### config.mk
export PLATFORM = sky130hd
export DESIGN_NAME = msq_seq
export DESIGN_NICKNAME = d
export VERILOG_FILES = /design/src/rtl/msq_pkg.sv /design/src/rtl/msq_seq.sv
export VERILOG_INCLUDE_DIRS = /design/src /design/src/rtl
export SDC_FILE = /design/constraint.sdc
export NUM_CORES = 2
export LEC_CHECK = 0
export BUFFER_PORTS_ARGS = -buffer_cell sky130_fd_sc_hd__buf_4
export CAP_MARGIN = 10
export CORE_AREA = 2 2 233 326
export CTS_CLUSTER_SIZE = 24
export DETAILED_ROUTE_END_ITERATION = 6
export DIE_AREA = 0 0 235 328
export GPL_TIMING_DRIVEN = 0
export PLACE_DENSITY = 0.75
export REMOVE_ABC_BUFFERS = 1
export SLEW_MARGIN = 25
export SYNTH_ARGS = -nofsm -noshare
export SYNTH_HDL_FRONTEND = slang
export SYNTH_SLANG_ARGS = --single-unit
### constraint.sdc
create_clock -name clk_sys -period 7.4 [get_ports clk_sys]
set_input_delay 1.48 -clock clk_sys [delete_from_list [all_inputs] [get_ports clk_sys]]
set_output_delay 1.48 -clock clk_sys [all_outputs]
set_load 0.05 [all_outputs]
### src/rtl/msq_map.svh
// register offsets, field positions and timing counts of the channel sequencer
// assumes a 40 MHz system clock and an 8-bit register index on the bus
`ifndef MSQ_MAP_SVH
`define MSQ_MAP_SVH

`define MSQ_NUM_STEPS 16
`define MSQ_REG_CTRL 8'h01
`define MSQ_REG_STATUS 8'h02
`define MSQ_REG_DEVCFG 8'h03
`define MSQ_REG_RES_BASE 8'h10
`define MSQ_REG_STEP_EN 8'h8c
`define MSQ_REG_SEQCFG 8'h8d
`define MSQ_REG_CFG_BASE 8'h90

`define MSQ_CTRL_START 0
`define MSQ_CTRL_STOP 1
`define MSQ_STAT_ACTIVE 0
`define MSQ_STAT_STOP 1
`define MSQ_DEV_ENABLE 0
`define MSQ_DEV_STANDBY 1
`define MSQ_DEV_PDOWN 2
`define MSQ_SEQCFG_MODE_LSB 0
`define MSQ_SEQCFG_DLY_LSB 4

`define MSQ_RST_WORD 16'h0000
`define MSQ_CLK_NS 25
`define MSQ_SETTLE_UNIT_NS 1000
`define MSQ_SETTLE_UNIT_CYC ((`MSQ_SETTLE_UNIT_NS + `MSQ_CLK_NS - 1) / `MSQ_CLK_NS)

`endif

### src/rtl/msq_pkg.sv
// types shared by the channel sequencer and its bench
// assumes nothing beyond a SystemVerilog compiler
package msq_pkg;

	typedef enum logic [1:0] {MSQ_IDLE, MSQ_SETTLE, MSQ_CONV} msq_fsm_t;

	typedef enum logic [1:0] {MSQ_MODE_CONT, MSQ_MODE_SINGLE, MSQ_MODE_SYNC} msq_mode_t;

	typedef struct packed {
		logic [3:0] spare;
		logic [3:0] gain;
		logic [3:0] pos_sel;
		logic [3:0] neg_sel;
	} msq_step_cfg_t;

	typedef struct packed {
		logic [7:0] addr;
		logic [15:0] wdata;
		logic wr;
		logic rd;
	} msq_bus_req_t;

	typedef struct packed {
		logic start;
		msq_step_cfg_t cfg;
	} msq_conv_t;

	typedef struct packed {
		msq_fsm_t st;
		logic [3:0] step;
		logic [8:0] cnt;
		logic active;
		logic stop_pend;
		logic armed;
		logic rerun;
		logic conv_en;
		logic standby;
		logic pdown;
		logic [15:0] step_en;
		logic [1:0] mode;
		logic [2:0] dsel;
		msq_step_cfg_t [15:0] cfg;
		logic [15:0][15:0] shadow;
		logic [15:0][15:0] res;
		logic [15:0] rdata;
		msq_conv_t conv;
	} msq_state_t;

endpackage

### src/rtl/msq_seq.sv
// channel sequencer for the multiplexed 16-bit converter, with its register file
// assumes bus strobes and converter handshakes synchronous to clk_sys
`include "msq_map.svh"

// Functional notes
// - sixteen steps, each enabled by its own step_enable bit.
// - every run starts at step 0 and walks enabled steps upward.
// - each step applies its gain and input selects, then one conversion.
// - a global 3-bit select sets the settle delay before each conversion.
// - run_active_flag is high exactly while a run is in progress.
// - run_start_bit written while converter disabled is ignored.
// - each step has a 16-bit readable result; disabled steps read 0000.
// - results update together only at run end; never mixed between runs.
// - 2-bit mode selects continuous, single-shot or synchronized single-shot.
// - continuous mode repeats runs; start during a run restarts from step 0.
// - stop lets the current run finish; stop reads 1 until stopped.
// - disable, standby or power-down aborts a run at once.
// - start and stop in one write: start wins.
// - results stay after stop; cleared only by reset, disable, standby, power-down, or a start with no step enabled.
// - single-shot: one run per start, restart on start, stop ignored.
// - synchronized: current converter start triggers a run only when idle.
module msq_seq
	import msq_pkg::*;
(
	input wire logic clk_sys,
	input wire logic rst_n,
	input wire msq_bus_req_t bus,
	output logic [15:0] bus_rdata,
	input wire logic current_conv_start,
	input wire logic conv_done,
	input wire logic [15:0] conv_data,
	output msq_conv_t conv,
	output logic run_active_flag
);

	msq_state_t q;
	msq_state_t d;
	logic run_ok;
	logic start_wr;
	logic stop_wr;
	logic begin_run;
	logic [4:0] nxt;
	logic [4:0] first;
	logic [8:0] settle_cyc;

	// lowest enabled step at or above 'from'; bit 4 flags a hit
	function automatic logic [4:0] msq_next(input logic [15:0] en, input logic [4:0] from);
		logic [4:0] r;
		r = '0;
		for (int i = 15; i >= 0; i--) begin
			if (en[i] && (5'(i) >= from)) begin
				r = {1'b1, 4'(i)};
			end
		end
		return r;
	endfunction

	assign run_ok = q.conv_en & ~q.standby & ~q.pdown;
	assign start_wr = bus.wr && (bus.addr == `MSQ_REG_CTRL) && bus.wdata[`MSQ_CTRL_START];
	assign stop_wr = bus.wr && (bus.addr == `MSQ_REG_CTRL) && bus.wdata[`MSQ_CTRL_STOP];
	assign settle_cyc = 9'(`MSQ_SETTLE_UNIT_CYC) * ({6'h00, q.dsel} + 9'h001);
	assign nxt = msq_next(q.step_en, {1'b0, q.step} + 5'h01);
	assign first = msq_next(q.step_en, 5'h00);

	always_comb begin
		d = q;
		d.conv.start = 1'b0;
		d.rdata = `MSQ_RST_WORD;
		begin_run = 1'b0;

		// register writes; host keeps config still while enabled, so no interlock
		if (bus.wr) begin
			unique case (bus.addr)
				`MSQ_REG_DEVCFG: begin
					d.conv_en = bus.wdata[`MSQ_DEV_ENABLE];
					d.standby = bus.wdata[`MSQ_DEV_STANDBY];
					d.pdown = bus.wdata[`MSQ_DEV_PDOWN];
				end
				`MSQ_REG_STEP_EN: d.step_en = bus.wdata;
				`MSQ_REG_SEQCFG: begin
					d.mode = bus.wdata[`MSQ_SEQCFG_MODE_LSB +: 2];
					d.dsel = bus.wdata[`MSQ_SEQCFG_DLY_LSB +: 3];
				end
				default: begin
					if (bus.addr[7:4] == `MSQ_REG_CFG_BASE >> 4) begin
						d.cfg[bus.addr[3:0]] = bus.wdata;
					end
				end
			endcase
		end

		if (!run_ok) begin
			// disable, standby and power-down drop the run, pending stop, trigger and results at once; config stays
			d.st = MSQ_IDLE;
			d.active = 1'b0;
			d.stop_pend = 1'b0;
			d.armed = 1'b0;
			d.rerun = 1'b0;
			d.shadow = '0;
			d.res = '0;
		end else begin
			if (start_wr) begin
				begin_run = 1'b1;
				d.stop_pend = 1'b0;
				d.rerun = 1'b0;
				if (q.mode == MSQ_MODE_SYNC) begin
					d.armed = 1'b1;
				end
			end else begin
				if (stop_wr && (q.mode == MSQ_MODE_CONT) && (q.active || q.rerun)) begin
					d.stop_pend = 1'b1;
				end
				if ((q.mode == MSQ_MODE_SYNC) && q.armed && current_conv_start && !q.active) begin
					begin_run = 1'b1;
				end
				if (q.rerun && !q.active) begin
					d.rerun = 1'b0;
					if (q.stop_pend || stop_wr || (q.mode != MSQ_MODE_CONT)) begin
						d.stop_pend = 1'b0;
					end else begin
						begin_run = 1'b1;
					end
				end
			end

			if (begin_run) begin
				// fresh shadow so a disabled step commits as zero
				d.shadow = '0;
				if (first[4]) begin
					d.st = MSQ_SETTLE;
					d.step = first[3:0];
					d.cnt = settle_cyc;
					d.conv.cfg = q.cfg[first[3:0]];
					d.active = 1'b1;
				end else begin
					d.st = MSQ_IDLE;
					d.res = '0;
					d.active = 1'b0;
					d.rerun = (q.mode == MSQ_MODE_CONT);
				end
			end else if (q.active) begin
				unique case (q.st)
					MSQ_SETTLE: begin
						if (q.cnt == 9'h001) begin
							d.st = MSQ_CONV;
							d.conv.start = 1'b1;
						end else begin
							d.cnt = q.cnt - 9'h001;
						end
					end
					MSQ_CONV: begin
						if (conv_done) begin
							d.shadow[q.step] = conv_data;
							if (nxt[4]) begin
								d.st = MSQ_SETTLE;
								d.step = nxt[3:0];
								d.cnt = settle_cyc;
								d.conv.cfg = q.cfg[nxt[3:0]];
							end else begin
								// whole set lands in one edge, so reads never mix runs
								d.res = d.shadow;
								d.active = 1'b0;
								d.st = MSQ_IDLE;
								d.rerun = (q.mode == MSQ_MODE_CONT);
							end
						end
					end
					MSQ_IDLE: d.active = 1'b0;
				endcase
			end
		end

		// read data answer lands the cycle after the strobe, old values during a run
		if (bus.rd) begin
			unique case (bus.addr)
				`MSQ_REG_CTRL: d.rdata[`MSQ_CTRL_STOP] = q.stop_pend;
				`MSQ_REG_STATUS: begin
					d.rdata[`MSQ_STAT_ACTIVE] = q.active;
					d.rdata[`MSQ_STAT_STOP] = q.stop_pend;
				end
				`MSQ_REG_DEVCFG: d.rdata[2:0] = {q.pdown, q.standby, q.conv_en};
				`MSQ_REG_STEP_EN: d.rdata = q.step_en;
				`MSQ_REG_SEQCFG: d.rdata = {9'h000, q.dsel, 2'h0, q.mode};
				default: begin
					if (bus.addr[7:4] == `MSQ_REG_RES_BASE >> 4) begin
						d.rdata = q.res[bus.addr[3:0]];
					end else if (bus.addr[7:4] == `MSQ_REG_CFG_BASE >> 4) begin
						d.rdata = q.cfg[bus.addr[3:0]];
					end
				end
			endcase
		end
	end

	always_ff @(posedge clk_sys) begin
		if (!rst_n) begin
			q <= '0;
		end else begin
			q <= d;
		end
	end

	assign bus_rdata = q.rdata;
	assign conv = q.conv;
	assign run_active_flag = q.active;

	property p_start_off;
		@(posedge clk_sys) disable iff (!rst_n)
		(start_wr && !run_ok) |=> !q.active;
	endproperty
	a_start_off: assert property (p_start_off) else $error("start taken while disabled");

	property p_abort;
		@(posedge clk_sys) disable iff (!rst_n)
		(q.active && !run_ok) |=> (!q.active && (q.st == MSQ_IDLE) && !run_active_flag);
	endproperty
	a_abort: assert property (p_abort) else $error("run not aborted on disable");

	property p_clear;
		@(posedge clk_sys) disable iff (!rst_n)
		!run_ok |=> (q.res == '0);
	endproperty
	a_clear: assert property (p_clear) else $error("results not cleared");

	property p_from_zero;
		@(posedge clk_sys) disable iff (!rst_n)
		(start_wr && run_ok && q.step_en[0]) |=> (q.active && (q.step == 4'h0) ##1 q.st == MSQ_SETTLE);
	endproperty
	a_from_zero: assert property (p_from_zero) else $error("run did not begin at step 0");

	property p_settle;
		@(posedge clk_sys) disable iff (!rst_n)
		q.conv.start |-> ($past(q.st) == MSQ_SETTLE && $past(q.cnt) == 9'h001);
	endproperty
	a_settle: assert property (p_settle) else $error("conversion before settle end");

	property p_hold;
		@(posedge clk_sys) disable iff (!rst_n)
		(q.active && d.active) |=> $stable(q.res);
	endproperty
	a_hold: assert property (p_hold) else $error("results moved during a run");

	property p_commit;
		@(posedge clk_sys) disable iff (!rst_n)
		(run_ok && q.active && q.st == MSQ_CONV && conv_done && !begin_run && !nxt[4])
			|=> (!run_active_flag && q.res[$past(q.step)] == $past(conv_data));
	endproperty
	a_commit: assert property (p_commit) else $error("last step did not commit");

	property p_stop;
		@(posedge clk_sys) disable iff (!rst_n)
		(stop_wr && !start_wr && run_ok && q.active && q.mode == MSQ_MODE_CONT)
			|=> q.stop_pend;
	endproperty
	a_stop: assert property (p_stop) else $error("stop bit not pending");

	property p_start_wins;
		@(posedge clk_sys) disable iff (!rst_n)
		(start_wr && stop_wr && run_ok) |=> !q.stop_pend;
	endproperty
	a_start_wins: assert property (p_start_wins) else $error("stop beat start");

	property p_sync_keep;
		@(posedge clk_sys) disable iff (!rst_n)
		(run_ok && q.mode == MSQ_MODE_SYNC && q.st == MSQ_CONV && current_conv_start
			&& !start_wr && !conv_done) |=> (q.st == MSQ_CONV && $stable(q.step));
	endproperty
	a_sync_keep: assert property (p_sync_keep) else $error("sync trigger aborted a run");

endmodule
==> flow_metrics.env <==
export IMPL_fin_setup_tns_ns=0
export IMPL_rsz0062_at_grt="no"
export IMPL_grt_total_usage_pct=36.1
export IMPL_cts_sinks=844
export IMPL_start_kind="flop"
export IMPL_die_x_um=235
export IMPL_cp_cell_sequence="inv_1 -> ha_1 -> or3b_1 -> nand2_1 -> o31ai_1 -> a2111o_1 -> o32ai_4 -> buf_6 -> buf_8 -> buf_8 -> buf_6 -> mux2i_1 -> o22ai_1 -> nor4_1 -> o211ai_2"
export IMPL_firstDrtPassIters=6
export IMPL_clockRootBuffer="clkbuf_16"
export IMPL_wl_per_cell_um=25.1
export IMPL_antenna_found_initial=3
export IMPL_multi_input_area_um2=24400
export IMPL_clkPwrFrac_pct=48.7
export IMPL_rows=118
export IMPL_routed_via_density=6.66
export IMPL_synth_top_area_share_pct=39.0
export IMPL_place_inst=5547
export IMPL_vias=38000
export IMPL_syn2layout_area_growth_pct=10.7
export IMPL_slew_viol_final=0
export IMPL_synth_enable_flop_cells=0
export IMPL_route_detailed_drc=0
export IMPL_grt_overflow=0
export IMPL_status="finished, final reports clean"
export IMPL_n_antenna_cell=0
export IMPL_drt_iter0_drc=4321
export IMPL_antenna_left=0
export IMPL_use_met3_pct=8.04
export IMPL_synth_common_cells="nand2_1 (1,143), dfxtp_1 (844), clkbuf_1 (414)"
export IMPL_syn_inst=4912
export IMPL_final_setup_viol_count=0
export IMPL_synth_seq_cells=844
export IMPL_critPathArrivalTime_ns=5.89
export IMPL_synth_top_area_cell="dfxtp_1"
export IMPL_synthDistinctLibCells=89
export IMPL_cts_setup_buffers=0
export IMPL_synth_flop_cell="dfxtp_1"
export IMPL_dp_hpwl_um=91100
export IMPL_p_sw_uw=2120
export IMPL_syn_avg_cell_area_um2=8.82
export IMPL_worstMarginPinSlew_ns=1.19
export IMPL_fp_dieArea_um2=77100
export IMPL_yosysWarnings=0
export IMPL_static_leakage_power_uw=0.0164
export IMPL_internal_power_uw=7360
export IMPL_coreArea_um2=74000
export IMPL_grt_pass1_wl_um=218000
export IMPL_io_pins=80
export IMPL_htree_levels=3
export IMPL_pwr_share_comb_pct=3.4
export IMPL_path_clk_slew_ns=0.07
export IMPL_cts_tree="done"
export IMPL_fin_skew_ns=0.0458
export IMPL_nFillCells=5968
export IMPL_fin_area_um2=48000
export IMPL_cts_resized_gates=0
export IMPL_grt_pass1_vias=36400
export IMPL_period_needed_ns=5.36
export IMPL_grt_start_max_net_pins=144
export IMPL_initial_core_util_pct=58.6
export IMPL_power_frac_seq_pct=47.9
export IMPL_cp_buffers_inverters=5
export IMPL_gr_usage_met1_pct=42.5
export IMPL_met2_usage_pct=58.4
export IMPL_cts_buffers=84
export IMPL_placed_cell_area_um2=45000
export IMPL_wl_um=143000
export IMPL_cp_slowest_cell="o32ai_4"
export IMPL_worst_setup_path_type="flop to flop"
export IMPL_final_nets=4731
export IMPL_cpLargestDelayFamily="compound AO/OA/AOI/OAI gates"
export IMPL_io_buffer_count=79
export IMPL_pwr_density_cell_nw_per_um2=198
export IMPL_max_clock_freq_mhz=187
export IMPL_async_flop_share_pct=0
export IMPL_grt_busiest_layer="met2"
export IMPL_hold_ws_ns=0.454
export IMPL_die_h_um=328
export IMPL_clk_path_buf_depth=3
export IMPL_end_kind="flop"
export IMPL_drive_gt1_share_pct=13.5
export IMPL_finalNonFillerCells=5700
export IMPL_worst_ep_required_time_ns=7.93
export IMPL_cpPeakStageDelay_ns=0.77
export IMPL_post_synth_top_count_cell="nand2_1"
export IMPL_syn_cell_area_um2=43300
export IMPL_swShare_pct=22.4
export IMPL_yosys_top_cells_area="dfxtp_1 (39%), nand2_1 (9.9%), mux2i_1 (9.3%)"
export IMPL_hold_viol_final=0
export IMPL_register_area_um2=16900
export IMPL_max_slew_margin_rel_pct=20.7
export IMPL_ctsHoldBuffers=0
export IMPL_ir_drop_uv=217
export IMPL_ys_seq_area_share_pct=39.0
export IMPL_crit_fanout=15
export IMPL_period_share_pct=72.4
export IMPL_hold_path_class="flop to flop"
export IMPL_maxCapViolCount=0
export IMPL_gp_congestion=0.907
export IMPL_clk_latency_ns=0.68
logic make-up (layout without fill, tap and decap cells):
family,count (synthesis),in the layout,synth area share (%)
buf+inv,545,373,5.54
compound gates,1159,1159,19.2
xor+xnor,9,9,0.182
simple gates,1752,1752,17.4
flops,844,844,39.0
fa+ha+maj,12,12,0.364
mux,591,591,18.4
routing by layer:
| metal | up-vias | part of all wire, % |
|---|---|---|
| met5 | - | 0.024 |
| met4 | 6 | 7.8 |
| met3 | 574 | 9.9 |
| met2 | 2153 | 46 |
| met1 | 18300 | 36 |
| li1 | 17000 | - |
final cells by class:
class | count | share of cell area, %
Timing Repair Buffer | 204 | 5.14
Tap cell | 960 | 2.50
Clock inverter | 38 | 1.08
Inverter | 16 | 0.125
Clock buffer | 115 | 5.11
Multi-Input combinational cell | 3523 | 50.8
Sequential cell | 844 | 35.2
power by group through the flow:
stage / sequential (µW) / combinational [µW] / clock, µW
floorplan: 4650 / 96.6 / 0
global placement: 4650 / 303 / 0
detailed placement: 4650 / 314 / 0
CTS: 4550 / 314 / 4640
global route: 4540 / 332 / 4830
finish: 4550 / 321 / 4620
cell usage in the layout (no fill, tap or decap), types with 16 or more instances in the layout:
cell | synthesis | final
a221oi_1 | 48 | 48
o21ai_0 | 67 | 66
a21boi_0 | 270 | 270
nor4_1 | 22 | 18
dfxtp_1 | 844 | 842
o22ai_1 | 41 | 41
clkbuf_16 | 0 | 86
inv_1 | 16 | 16
a21oi_1 | 305 | 305
clkinv_2 | 0 | 18
mux4_2 | 160 | 160
buf_6 | 11 | 40
mux2_2 | 25 | 25
o2bb2ai_1 | 76 | 76
and3_1 | 104 | 103
nor2b_1 | 38 | 37
buf_4 | 38 | 98
buf_8 | 1 | 20
a2111oi_0 | 48 | 48
buf_16 | 0 | 28
mux2i_1 | 403 | 403
nand2_1 | 1143 | 1136
nor2_1 | 246 | 224
nand3_1 | 66 | 60
clkbuf_8 | 0 | 19
a2bb2oi_1 | 180 | 180
worst min-delay path, delay by kind of cell (launching register included):
family / cells / cell delay [ns]
AO/OA/AOI/OAI: 1 / 0.05
flip-flops: 1 / 0.31
AND/OR/NAND/NOR: 1 / 0.05
sequential cells by signal, summed over array words and instances (netlist names):
register / cells
q: 810
conv: 17
bus_rdata: 16
run_active_flag: 1
through the flow:
stage                     setup slack, ns  power [µW]  util (%)
final                                2.04        9490      64.8
after global routing                 1.92        9710      64.8
after CTS                            2.16        9500      64.8
after detailed placement             1.74        4960      60.8
after global placement             -11.25        4950      57.8
after floorplan                     -3.03        4740         -
path summary, 6_finish.rpt:
kind / start / end / slack (ns) / cells after the start
max: q[838] / conv[10] / 2.04 / 15
min: q[398] / q[398] / 0.45 / 2
max reg2reg: q[838] / conv[10] / 2.04 / 15
min reg2reg: q[398] / q[398] / 0.45 / 2
(Power assumes the default switching activity.)
